**src/common/acrc_defines.vh**
```
/*
 Register indices, field positions and reset values of the clock and
 rate configuration block. Definitions only; included by the block's files.
*/
`ifndef ACRC_DEFINES_VH
`define ACRC_DEFINES_VH

// Register indices; byte address is four times the index
`define ACRC_IDX_CORE_RATE_SELECT_2      10'h103
`define ACRC_IDX_CORE_RATE_SELECT_3      10'h104
`define ACRC_IDX_CORE_RATE_REPORT_1      10'h10A
`define ACRC_IDX_CORE_RATE_REPORT_2      10'h10B
`define ACRC_IDX_CORE_RATE_REPORT_3      10'h10C
`define ACRC_IDX_SECOND_CLOCK_SETUP      10'h112
`define ACRC_IDX_SECOND_RATE_SELECT_1    10'h113
`define ACRC_IDX_SECOND_RATE_SELECT_2    10'h114
`define ACRC_IDX_SECOND_RATE_REPORT_1    10'h11B
`define ACRC_IDX_SECOND_RATE_REPORT_2    10'h11C
`define ACRC_IDX_CORE_OUTPUT_SETUP       10'h149
`define ACRC_IDX_SECOND_OUTPUT_SETUP     10'h14A

// Field positions
`define ACRC_RATE_MSB                    4
`define ACRC_FREQ_MSB                    10
`define ACRC_FREQ_LSB                    8
`define ACRC_ENABLE_BIT                  6
`define ACRC_SRC_MSB                     3
`define ACRC_OUT_ENABLE_BIT              15
`define ACRC_DIV_MSB                     7
`define ACRC_DIV_LSB                     3
`define ACRC_SEL_MSB                     2

// Reset values
`define ACRC_RATE_SELECT_RESET           5'h11
`define ACRC_RATE_REPORT_RESET           5'h00
`define ACRC_FREQ_RESET                  3'h3
`define ACRC_SRC_RESET                   4'h5
`define ACRC_OUT_SETUP_RESET             16'h0000

// Codes
`define ACRC_FREQ_MAX_CODE               3'h3
`define ACRC_FAMILY_44K                  2'h1
`define ACRC_BASE_48K_100HZ              24'h00F000
`define ACRC_BASE_44K_100HZ              24'h00DC80

`endif

```
**src/hdl/acrc_clock_divider.v**
```verilog
/*
 Divides a stream of source-rate enable pulses by a 5-bit code and emits
 one pulse per period. Assumes the source pulses are on the same clock.
*/
`timescale 1ns/1ps
module acrc_clock_divider
(
	clk,
	reset,
	enable,
	source_tick,
	divide_code,
	out_tick_q
);
	input  wire       clk;
	input  wire       reset;
	input  wire       enable;
	input  wire       source_tick;
	input  wire [4:0] divide_code;
	output reg        out_tick_q;

	reg  [4:0] count_q;
	wire [4:0] last_count;

	// Codes 0 and 1 both mean divide by one
	assign last_count = (divide_code < 5'h02) ? 5'h00 : (divide_code - 5'h01);

	always @(posedge clk or posedge reset)
	begin
		if (reset)
		begin
			count_q    <= 5'h00;
			out_tick_q <= 1'b0;
		end
		else if (!enable)
		begin
			count_q    <= 5'h00;
			out_tick_q <= 1'b0;
		end
		else
		begin
			out_tick_q <= 1'b0;
			if (source_tick)
			begin
				if (count_q >= last_count)
				begin
					count_q    <= 5'h00;
					out_tick_q <= 1'b1;
				end
				else
					count_q <= count_q + 5'h01;
			end
		end
	end
endmodule // acrc_clock_divider

```
**src/hdl/acrc_clock_rate_config.v**
```verilog
/*
 Wishbone register file for core and second domain rate selects, rate
 reports, second domain clock setup and the two derived clock outputs,
 plus the clock sufficiency check for path enables. Assumes rate reports,
 source ticks and path requests come from logic on clk.
*/
// Register access over Wishbone was decided locally.
`timescale 1ns/1ps
`include "acrc_defines.vh"

module acrc_clock_rate_config
(
	clk,
	reset,
	wb_cyc_i,
	wb_stb_i,
	wb_we_i,
	wb_adr_i,
	wb_sel_i,
	wb_dat_i,
	wb_dat_o,
	wb_ack_o,
	core_rate_report_1,
	core_rate_report_2,
	core_rate_report_3,
	second_domain_rate_report_1,
	second_domain_rate_report_2,
	core_domain_clock_enable,
	core_domain_clock_freq_code,
	core_source_tick,
	second_source_tick,
	path_request,
	path_domain,
	path_need_code,
	second_clock_enable_q,
	second_clock_source_onehot_q,
	second_clock_rate_100hz_q,
	core_clock_output_rate_100hz_q,
	core_clock_output_q,
	second_clock_output_q,
	path_granted_q,
	path_refused_q,
	core_paths_active_q,
	second_paths_active_q
);
	input  wire        clk;
	input  wire        reset;
	input  wire        wb_cyc_i;
	input  wire        wb_stb_i;
	input  wire        wb_we_i;
	input  wire [11:0] wb_adr_i;
	input  wire [3:0]  wb_sel_i;
	input  wire [31:0] wb_dat_i;
	output reg  [31:0] wb_dat_o;
	output reg         wb_ack_o;
	input  wire [4:0]  core_rate_report_1;
	input  wire [4:0]  core_rate_report_2;
	input  wire [4:0]  core_rate_report_3;
	input  wire [4:0]  second_domain_rate_report_1;
	input  wire [4:0]  second_domain_rate_report_2;
	input  wire        core_domain_clock_enable;
	input  wire [2:0]  core_domain_clock_freq_code;
	input  wire        core_source_tick;
	input  wire        second_source_tick;
	input  wire        path_request;
	input  wire        path_domain;
	input  wire [2:0]  path_need_code;
	output reg         second_clock_enable_q;
	output reg  [6:0]  second_clock_source_onehot_q;
	output reg  [23:0] second_clock_rate_100hz_q;
	output reg  [23:0] core_clock_output_rate_100hz_q;
	output wire        core_clock_output_q;
	output wire        second_clock_output_q;
	output reg         path_granted_q;
	output reg         path_refused_q;
	output reg         core_paths_active_q;
	output reg         second_paths_active_q;

	reg  [4:0]  core_rate_select_2_q;
	reg  [4:0]  core_rate_select_3_q;
	reg  [4:0]  core_rate_report_1_q;
	reg  [4:0]  core_rate_report_2_q;
	reg  [4:0]  core_rate_report_3_q;
	reg  [2:0]  second_clock_freq_code_q;
	reg  [3:0]  second_clock_source_sel_q;
	reg  [4:0]  second_rate_select_1_q;
	reg  [4:0]  second_rate_select_2_q;
	reg  [4:0]  second_rate_report_1_q;
	reg  [4:0]  second_rate_report_2_q;
	reg         core_clock_output_enable_q;
	reg  [4:0]  core_clock_output_divider_q;
	reg  [2:0]  core_clock_output_freq_code_q;
	reg         second_clock_output_enable_q;
	reg  [4:0]  second_clock_output_divider_q;
	reg  [2:0]  second_clock_output_freq_code_q;
	reg  [15:0] read_d;
	reg  [6:0]  onehot_d;

	wire        access;
	wire        write_strobe;
	wire [9:0]  reg_index;
	wire [15:0] write_data;
	wire        second_family_44k;
	wire        core_family_44k;
	wire        second_clock_running;
	wire [2:0]  domain_code;
	wire        domain_running;
	wire [15:0] core_out_image;
	wire [15:0] second_out_image;

	// Merges byte lanes 0 and 1 of a write into a 16-bit register image
	function [15:0] merge_lanes;
		input [15:0] old_value;
		input [15:0] new_value;
		input [1:0]  lanes;
		begin
			merge_lanes[7:0]  = lanes[0] ? new_value[7:0] : old_value[7:0];
			merge_lanes[15:8] = lanes[1] ? new_value[15:8] : old_value[15:8];
		end
	endfunction

	// A rate code of the form 01XXX belongs to the 44.1 kHz family
	function is_family_44k;
		input [4:0] rate_code;
		begin
			is_family_44k = (rate_code[4:3] == `ACRC_FAMILY_44K);
		end
	endfunction

	// Clock rate in units of 100 Hz; reserved codes give zero
	function [23:0] clock_rate_100hz;
		input [2:0] freq_code;
		input       family_44k;
		reg   [23:0] base;
		begin
			base = family_44k ? `ACRC_BASE_44K_100HZ : `ACRC_BASE_48K_100HZ;
			if (freq_code > `ACRC_FREQ_MAX_CODE)
				clock_rate_100hz = 24'h000000;
			else
				clock_rate_100hz = base << freq_code[1:0];
		end
	endfunction

	// Classic Wishbone: one registered ack per request, dropped the next cycle
	assign access       = wb_cyc_i && wb_stb_i && !wb_ack_o;
	assign write_strobe = access && wb_we_i;
	assign reg_index    = wb_adr_i[11:2];
	assign write_data   = wb_dat_i[15:0];

	// Register images after a lane-merged write; fields are picked out by position
	assign core_out_image   = merge_lanes({core_clock_output_enable_q, 7'h00, core_clock_output_divider_q,
		core_clock_output_freq_code_q}, write_data, wb_sel_i[1:0]);
	assign second_out_image = merge_lanes({second_clock_output_enable_q, 7'h00, second_clock_output_divider_q,
		second_clock_output_freq_code_q}, write_data, wb_sel_i[1:0]);

	// Either second domain select may carry the 44.1 kHz family
	assign second_family_44k = is_family_44k(second_rate_select_1_q) || is_family_44k(second_rate_select_2_q);
	assign core_family_44k   = is_family_44k(core_rate_select_2_q) || is_family_44k(core_rate_select_3_q);

	// A reserved source leaves the second domain without a clock
	assign second_clock_running = second_clock_enable_q && (onehot_d != 7'h00) &&
		(second_clock_freq_code_q <= `ACRC_FREQ_MAX_CODE);
	assign domain_code    = path_domain ? second_clock_freq_code_q : core_domain_clock_freq_code;
	assign domain_running = path_domain ? second_clock_running : core_domain_clock_enable;

	always @*
	begin
		case (second_clock_source_sel_q)
			4'h0: onehot_d = 7'h01;
			4'h1: onehot_d = 7'h02;
			4'h4: onehot_d = 7'h04;
			4'h5: onehot_d = 7'h08;
			4'h8: onehot_d = 7'h10;
			4'h9: onehot_d = 7'h20;
			4'hA: onehot_d = 7'h40;
			default: onehot_d = 7'h00;
		endcase
	end

	always @*
	begin
		read_d = 16'h0000;
		case (reg_index)
			`ACRC_IDX_CORE_RATE_SELECT_2:   read_d = {11'h000, core_rate_select_2_q};
			`ACRC_IDX_CORE_RATE_SELECT_3:   read_d = {11'h000, core_rate_select_3_q};
			`ACRC_IDX_CORE_RATE_REPORT_1:   read_d = {11'h000, core_rate_report_1_q};
			`ACRC_IDX_CORE_RATE_REPORT_2:   read_d = {11'h000, core_rate_report_2_q};
			`ACRC_IDX_CORE_RATE_REPORT_3:   read_d = {11'h000, core_rate_report_3_q};
			`ACRC_IDX_SECOND_CLOCK_SETUP:   read_d = {5'h00, second_clock_freq_code_q, 1'b0,
				second_clock_enable_q, 2'h0, second_clock_source_sel_q};
			`ACRC_IDX_SECOND_RATE_SELECT_1: read_d = {11'h000, second_rate_select_1_q};
			`ACRC_IDX_SECOND_RATE_SELECT_2: read_d = {11'h000, second_rate_select_2_q};
			`ACRC_IDX_SECOND_RATE_REPORT_1: read_d = {11'h000, second_rate_report_1_q};
			`ACRC_IDX_SECOND_RATE_REPORT_2: read_d = {11'h000, second_rate_report_2_q};
			`ACRC_IDX_CORE_OUTPUT_SETUP:    read_d = {core_clock_output_enable_q, 7'h00,
				core_clock_output_divider_q, core_clock_output_freq_code_q};
			`ACRC_IDX_SECOND_OUTPUT_SETUP:  read_d = {second_clock_output_enable_q, 7'h00,
				second_clock_output_divider_q, second_clock_output_freq_code_q};
			default: read_d = 16'h0000;
		endcase
	end

	// Bus answer; unmapped addresses are acknowledged and read as zero
	always @(posedge clk or posedge reset)
	begin
		if (reset)
		begin
			wb_ack_o <= 1'b0;
			wb_dat_o <= 32'h00000000;
		end
		else
		begin
			wb_ack_o <= access;
			if (access && !wb_we_i)
				wb_dat_o <= {16'h0000, read_d};
		end
	end

	// Status fields follow the rate logic; bus writes cannot touch them
	always @(posedge clk or posedge reset)
	begin
		if (reset)
		begin
			core_rate_report_1_q   <= `ACRC_RATE_REPORT_RESET;
			core_rate_report_2_q   <= `ACRC_RATE_REPORT_RESET;
			core_rate_report_3_q   <= `ACRC_RATE_REPORT_RESET;
			second_rate_report_1_q <= `ACRC_RATE_REPORT_RESET;
			second_rate_report_2_q <= `ACRC_RATE_REPORT_RESET;
		end
		else
		begin
			core_rate_report_1_q   <= core_rate_report_1;
			core_rate_report_2_q   <= core_rate_report_2;
			core_rate_report_3_q   <= core_rate_report_3;
			second_rate_report_1_q <= second_domain_rate_report_1;
			second_rate_report_2_q <= second_domain_rate_report_2;
		end
	end

	// Writable registers; reserved codes are stored as written
	always @(posedge clk or posedge reset)
	begin
		if (reset)
		begin
			core_rate_select_2_q            <= `ACRC_RATE_SELECT_RESET;
			core_rate_select_3_q            <= `ACRC_RATE_SELECT_RESET;
			second_clock_freq_code_q        <= `ACRC_FREQ_RESET;
			second_clock_enable_q           <= 1'b0;
			second_clock_source_sel_q       <= `ACRC_SRC_RESET;
			second_rate_select_1_q          <= `ACRC_RATE_SELECT_RESET;
			second_rate_select_2_q          <= `ACRC_RATE_SELECT_RESET;
			core_clock_output_enable_q      <= 1'b0;
			core_clock_output_divider_q     <= 5'h00;
			core_clock_output_freq_code_q   <= 3'h0;
			second_clock_output_enable_q    <= 1'b0;
			second_clock_output_divider_q   <= 5'h00;
			second_clock_output_freq_code_q <= 3'h0;
		end
		else if (write_strobe)
		begin
			case (reg_index)
				`ACRC_IDX_CORE_RATE_SELECT_2:
					if (wb_sel_i[0]) core_rate_select_2_q <= write_data[`ACRC_RATE_MSB:0];
				`ACRC_IDX_CORE_RATE_SELECT_3:
					if (wb_sel_i[0]) core_rate_select_3_q <= write_data[`ACRC_RATE_MSB:0];
				`ACRC_IDX_SECOND_CLOCK_SETUP:
				begin
					if (wb_sel_i[1])
						second_clock_freq_code_q <= write_data[`ACRC_FREQ_MSB:`ACRC_FREQ_LSB];
					if (wb_sel_i[0])
					begin
						// Software sequences source and enable; no hardware interlock
						second_clock_enable_q     <= write_data[`ACRC_ENABLE_BIT];
						second_clock_source_sel_q <= write_data[`ACRC_SRC_MSB:0];
					end
				end
				`ACRC_IDX_SECOND_RATE_SELECT_1:
					if (wb_sel_i[0]) second_rate_select_1_q <= write_data[`ACRC_RATE_MSB:0];
				`ACRC_IDX_SECOND_RATE_SELECT_2:
					if (wb_sel_i[0]) second_rate_select_2_q <= write_data[`ACRC_RATE_MSB:0];
				`ACRC_IDX_CORE_OUTPUT_SETUP:
				begin
					core_clock_output_enable_q    <= core_out_image[`ACRC_OUT_ENABLE_BIT];
					core_clock_output_divider_q   <= core_out_image[`ACRC_DIV_MSB:`ACRC_DIV_LSB];
					core_clock_output_freq_code_q <= core_out_image[`ACRC_SEL_MSB:0];
				end
				`ACRC_IDX_SECOND_OUTPUT_SETUP:
				begin
					second_clock_output_enable_q    <= second_out_image[`ACRC_OUT_ENABLE_BIT];
					second_clock_output_divider_q   <= second_out_image[`ACRC_DIV_MSB:`ACRC_DIV_LSB];
					second_clock_output_freq_code_q <= second_out_image[`ACRC_SEL_MSB:0];
				end
				default:
					second_clock_enable_q <= second_clock_enable_q;
			endcase
		end
	end

	// Decoded clock state seen by the rest of the chip
	always @(posedge clk or posedge reset)
	begin
		if (reset)
		begin
			second_clock_source_onehot_q   <= 7'h00;
			second_clock_rate_100hz_q      <= 24'h000000;
			core_clock_output_rate_100hz_q <= 24'h000000;
		end
		else
		begin
			second_clock_source_onehot_q   <= second_clock_enable_q ? onehot_d : 7'h00;
			second_clock_rate_100hz_q      <= clock_rate_100hz(second_clock_freq_code_q, second_family_44k);
			// Output frequency is trusted to stay within the core clock
			core_clock_output_rate_100hz_q <= clock_rate_100hz(core_clock_output_freq_code_q, core_family_44k);
		end
	end

	// Path enable check; a refusal leaves running paths as they are
	always @(posedge clk or posedge reset)
	begin
		if (reset)
		begin
			path_granted_q        <= 1'b0;
			path_refused_q        <= 1'b0;
			core_paths_active_q   <= 1'b0;
			second_paths_active_q <= 1'b0;
		end
		else
		begin
			path_granted_q <= 1'b0;
			path_refused_q <= 1'b0;
			if (path_request)
			begin
				if (domain_running && (domain_code >= path_need_code))
				begin
					path_granted_q <= 1'b1;
					if (path_domain)
						second_paths_active_q <= 1'b1;
					else
						core_paths_active_q <= 1'b1;
				end
				else
					path_refused_q <= 1'b1;
			end
		end
	end

	acrc_clock_divider core_output_divider
	(
		.clk         (clk),
		.reset       (reset),
		.enable      (core_clock_output_enable_q),
		.source_tick (core_source_tick),
		.divide_code (core_clock_output_divider_q),
		.out_tick_q  (core_clock_output_q)
	);

	acrc_clock_divider second_output_divider
	(
		.clk         (clk),
		.reset       (reset),
		.enable      (second_clock_output_enable_q && second_clock_running),
		.source_tick (second_source_tick),
		.divide_code (second_clock_output_divider_q),
		.out_tick_q  (second_clock_output_q)
	);
endmodule // acrc_clock_rate_config

```
**config.mk**
```make
export PLATFORM = sky130hd
export DESIGN_NAME = acrc_clock_rate_config
export DESIGN_NICKNAME = d
export VERILOG_FILES = /design/src/hdl/acrc_clock_divider.v /design/src/hdl/acrc_clock_rate_config.v
export VERILOG_INCLUDE_DIRS = /design/src /design/src/common
export SDC_FILE = /design/constraint.sdc
export NUM_CORES = 1
export LEC_CHECK = 0
export ABC_CLOCK_PERIOD_IN_PS = 5000
export BUFFER_PORTS_ARGS = -buffer_cell sky130_fd_sc_hd__buf_2
export CORE_UTILIZATION = 47
export CTS_CLUSTER_DIAMETER = 200
export DETAILED_ROUTE_END_ITERATION = 8
export PLACE_DENSITY = 0.74
export SYNTH_ARGS = -nofsm -noshare
export SYNTH_HDL_FRONTEND = slang
export SYNTH_SLANG_ARGS = --single-unit
```
**constraint.sdc**
```tcl
create_clock -name clk -period 5 [get_ports clk]
set_clock_uncertainty 0.05 [all_clocks]
set_input_delay 1.25 -clock clk [delete_from_list [all_inputs] [get_ports clk]]
set_output_delay 1.25 -clock clk [all_outputs]
set_load 0.03 [all_outputs]
```
# --- After elaboration in Yosys (flattened, before gate mapping) ---
# Cells that the tools add are included.
op_classes:
  order_cmp: 8
  multipliers: 0
  reduce_logical: 26
  muxes: 27
  n_shift: 2
  n_bitwise: 1
  n_div: 0
  eq_ne: 24
  n_addsub: 4
ops:
  columns: ["op", "n"]
  rows:
  - ["$pmux W16 S12", 1]
  - ["$eq A10 B9 Y1 const B", 12]
  - ["$pmux W7 S7", 1]
  - ["$mux W24", 2]
  - ["$shl A16 B2 Y24", 2]
  - ["$mux W5", 8]
  - ["$reduce_and A3 Y1", 12]
  - ["$mux W14", 2]
  - ["$eq A4 B4 Y1 const B", 3]
  - ["$mux W1", 11]
  - ["$add A5 B1 Y5 const B", 2]
  - ["$ge A5 B5 Y1", 2]
  - ["$lt A5 B2 Y1 const B", 2]
  - ["$sub A5 B1 Y5 const B", 2]
  - ["$eq A2 B1 Y1 const B", 4]
  - ["$eq A4 B3 Y1 const B", 2]
  - ["$logic_and A1 B1 Y1", 8]
  - ["$mux W7", 1]
  - ["$reduce_bool A7 Y1", 1]
  - ["$gt A3 B2 Y1 const B", 2]
  - ["$eq A4 B1 Y1 const B", 1]
  - ["$logic_not A4 Y1", 1]
  - ["$ne A2 B2 Y1 const B", 2]
  - ["$ge A3 B3 Y1", 1]
  - ["other kinds (5)", 7]
word_totals:
  latch_bits: 0
  elab_cells: 123
  memories: 0
  rom_bits: 0
  reg_bits: 159
  ramBits: 0
  out_inout_bits: 95
  input_bits: 89

# --- Depth between registers and ports, before layout ---
depth:
  depth_word: 9
  mapped_depth: 11
  mapped_depth_nobuf: 11

# --- By module ---
# From an unflattened synthesis, not the netlist that was laid out.
hier_totals:
  hier_cells: 581
  area_unflattened_um2: 6551.3
modules_own_cells:
  columns: ["mod", "area_per_inst_um2", "n_inst", "seq_area_each_um2", "cells_per_inst"]
  rows:
  - ["acrc_clock_rate_config", 5382.7, 1, 2992.9, 457]
  - ["acrc_clock_divider", 584.3, 2, 150.1, 62]

# --- Worst setup path after synthesis ---
# No wires, ideal clock.
synth_timing:
  kind: "in2reg"
  startpoint: "in path_domain"
  endpoint: "reg core_paths_active_q"
  path_stages: 7
  setup_time_ps: 118
  setup_slack_ps: 2160
  t_arrival_ps: 2672
  n_path_buf: 1
  required_ps: 4832
  path_cell_list: "clkbuf_1 -> mux2_2 -> ha_1 -> a21oi_1 -> nor2b_1 -> o2111a_1 -> a21o_1"
synth_via:
  elab_chain_cells: 4
  elab_cells_between_ends: 6
  cone_classes: "1 x order compare; 2 x mux; 1 x bitwise; 2 x reduce/logical"
synth_lines:
  columns: ["item", "line_no", "source"]
  rows:
  - ["from (decl)", "acrc_clock_rate_config.v:66", "input wire path_domain;"]
  - ["$mux W3", "acrc_clock_rate_config.v:163", "assign domain_code = path_domain ? second_clock_freq_code_q : core_domain_clock_freq_code;"]
  - ["$ge A3 B3 Y1", "acrc_clock_rate_config.v:333", "if (domain_running && (domain_code >= path_need_code))"]
  - ["$logic_and A1 B1 Y1", "acrc_clock_rate_config.v:333", null]
  - ["$reduce_and A3 Y1 (no line) (*)", null, null]
  - ["to (signal assigned)", "acrc_clock_rate_config.v:324", "core_paths_active_q <= 1'b0;"]
  - ["to (signal assigned)", "acrc_clock_rate_config.v:339", "core_paths_active_q <= 1'b1;"]
  - ["to (decl)", "acrc_clock_rate_config.v:76", "output reg core_paths_active_q;"]
# Every way passes the cells marked *; elsewhere a longest branch is shown, timed or not.
# A chain may end at the register's enable or synchronous reset.

# --- Worst setup path after layout ---
layout_timing:
  startpoint: "in wb_adr_i[5]"
  endpoint: "reg core_clock_output_divider_q[4]"
layout_via:
  elab_chain_cells: 2
layout_lines:
  columns: ["item", "line_no", "source"]
  rows:
  - ["from (decl)", "acrc_clock_rate_config.v:51", "input wire [11:0] wb_adr_i;"]
  - ["$eq A10 B9 Y1", "acrc_clock_rate_config.v:261", "case (reg_index)"]
  - ["$reduce_and A3 Y1 (no line)", null, null]
  - ["to (signal assigned)", "acrc_clock_rate_config.v:284", "core_clock_output_divider_q <= core_out_image[`ACRC_DIV_MSB:`ACRC_DIV_LSB];"]
  - ["to (decl)", "acrc_clock_rate_config.v:91", "reg [4:0] core_clock_output_divider_q;"]
# No other way between the ends.

==> qor.csv <==
metric,value,unit
Hold Buf Count CTS,0,
drt pass-1 iters,6,
Synth area leader,dfrtp_1,
nature of the critical path startpoint,primary input,
peak supply drop,337,µV
clock sink count,131,
Post-Syn Area,6490,µm²
die width,120,µm
CTS root buffer,clkbuf_16,
Detail Route Antenna Nets,0,
critical path capture point type,register,
max_cap viols,0,
Relative slew margins,0.348,
DRC viols,0,
f_max,328,MHz
antenna cells,0,
worst slew pin tran,0.978,ns
CP Max Fanout,19,
CTS max path bufs,2,
initial core utilization,0.487,
Core Box Area,13300,µm²
multi-input logic area,2840,µm²
power per cell area,333,nW/µm²
crit path DAT,3.30,ns
area grow syn2layout,17.9,%
die area,14300,µm²
hpwl dp,10600,µm
height of the die,120,µm
max-slew violations,0,
Ports,184,
Post-synth EDFFs,0,
placed inst area,7080,µm²
final setup vio count,0,
wire length per cell,16.3,µm
Tcrit/Tclk final,0.610,
Final min period,3.05,ns
PostCTS Resize Cnt,0,
CTS tree,built,
Async SR Flop Fraction,1.00,
Leak,3.70,nW
outcome,completed,
worst skew pair latency,0.42,ns
post-CTS setup buffers,0,
Fin. Hold Viols,0,
first-pass GRT wire length,23700,µm
register area,3290,µm²
Hold/Removal Path Class,reg2reg,
Vias/cell,5.32,
final-stage net count,806,
vias,4733,
htree depth,4,
largest net degree at the start of global routing,82,
YS warnings,0,
Netlist cell types,62,
Num CTS Buffers,17,
DRT Wirelength,14500,µm
Main synth FF type,dfrtp_1,
post-synthesis sequential area ratio,0.507,
IO buf count,115,
antenna violations before repair,0,
RSZ-0062 raised after global routing,false,
final worst setup slack,1.95,ns
Post-Syn Instances,584,
number of synthesized register bits,131,
GR Overflow Total,0,
"Reg clk slew, reported paths",0.06,ns
fill cell count,1125,
critical path class,in2reg,
vias in the first global route,4647,
Synth area leaders,"dfrtp_1, mux2_2, buf_4, dfstp_2, ha_1",
Total Neg Setup Slack,0,ns
Core Rows,42,
GP Congestion,0.868,
layout cell share with drive strength beyond 1,0.324,
Required @ worst endpoint,5.25,ns
Final Instance Area,7650,µm²
Place WS,1.51,ns
Yosys top cell area share,0.458,
GRT Total Usage,0.216,
Layout Utilization,0.573,
average size of a mapped cell,11.1,µm²
drt initial violations,291,
==> sequential cells by signal, summed over array words and instances, names as in the netlist, 7 cells and up <==
name / flops
second_clock_rate_100hz_q: 12
second_clock_source_onehot_q: 7
core_clock_output_rate_100hz_q: 12
wb_dat_o: 12
==> per-stage QoR <==
stage | hold WS [ns] | power, mW | instances
floorplan | 0.402 | 1.31 | 627
global placement | 0.384 | 1.36 | 857
detailed placement | 0.397 | 1.36 | 857
CTS | 0.410 | 2.57 | 889
global route | 0.444 | 2.64 | 889
finish | 0.407 | 2.55 | 889
==> path summary, 6_finish.rpt <==
check,endpoint,startpoint,slack [ns],depth (start not counted)
worst max-delay path,core_clock_output_divider_q[4],wb_adr_i[5],1.95,6
worst min-delay path,core_paths_active_q,core_paths_active_q,0.41,1
worst max register to register,core_output_divider.count_q[2],core_clock_output_divider_q[1],2.28,11
worst min register to register,core_paths_active_q,core_paths_active_q,0.41,1
max in group asynchronous,second_clock_freq_code_q[1],reset,2.94,3
min in group asynchronous,second_output_divider.count_q[2],reset,1.01,2
==> cells by family after synthesis <==
group | share of synthesized area
other | 0.000577
and+or+nand+nor | 0.165
buffers and inverters | 0.0821
muxes | 0.109
xor gates and xnor gates | 0.00539
AOI/OAI and AO/OA | 0.0981
DFF | 0.507
adders and majority gates | 0.0327
==> routing by layer <==
layer | share of wire | vias to the layer above | GRT usage
met4 | 0.021 | 0 | 0.0969
met5 | 0 | - | 0
met2 | 0.49 | 181 | 0.357
met1 | 0.42 | 2290 | 0.270
li1 | - | 2241 | -
met3 | 0.060 | 21 | 0.0499
==> final cells by class <==
| class | count | area share |
|---|---|---|
| multi-input cells | 403 | 0.371 |
| well taps | 176 | 0.0288 |
| clock inverters | 13 | 0.0178 |
| inverters | 26 | 0.0131 |
| flip-flops and latches | 131 | 0.430 |
| clock buffers | 19 | 0.0579 |
| repair buffers | 121 | 0.0811 |
==> layout by cell type (no fill, tap or decap), types with 4 or more instances in the layout <==
cell	n
dfrtp_1	119
buf_2	115
mux2_2	44
conb_1	44
nor2_1	35
nand2_1	25
inv_1	25
nand3_1	23
a21oi_1	23
nor3_1	20
o21ai_0	18
ha_1	17
clkbuf_16	17
mux2i_1	12
a22oi_1	12
dfstp_2	12
nor2b_1	11
and2_1	11
mux2_1	8
nor4_1	8
nand2b_1	7
and3_1	6
a32o_1	6
buf_4	6
a211oi_1	5
nor3_4	4
o21a_1	4
o211ai_1	4
o22ai_1	4
clkinvlp_4	4
clkinv_2	4
==> synth_stat cells (3+ instances only) <==
cell type  instances
dfrtp_1          119
buf_4             47
mux2_2            44
nor2_1            35
inv_1             26
nand2_1           25
a21oi_1           23
nand3_1           23
nor3_1            21
o21ai_0           18
ha_1              17
clkbuf_1          13
a22oi_1           12
dfstp_2           12
mux2i_1           12
and2_1            11
nor2b_1           11
mux2_1             8
nor4_1             8
nand2b_1           7
a32o_1             6
and3_1             6
buf_2              6
a211oi_1           5
nor3_4             4
o211ai_1           4
o21a_1             4
o22ai_1            4
a21o_1             3
nand4_1            3
nor3b_1            3
nor4b_4            3
or2_2              3
==> power by group <==
group / switching, mW / total, mW / leakage (nW) / internal [mW]
Sequential: 0.0183 / 1.11 / 1.66 / 1.09
Combinational: 0.172 / 0.236 / 1.77 / 0.0638
Clock: 0.461 / 1.20 / 0.275 / 0.743
Total: 0.652 / 2.55 / 3.70 / 1.90
==> worst max-delay path, stage by stage <==
cell	delay, ns
buf_2	0.30
nor4bb_2	0.27
buf_4	0.28
and3_1	0.42
and2b_1	0.42
mux2_1	0.36
Power figures use the tool's default switching activity.
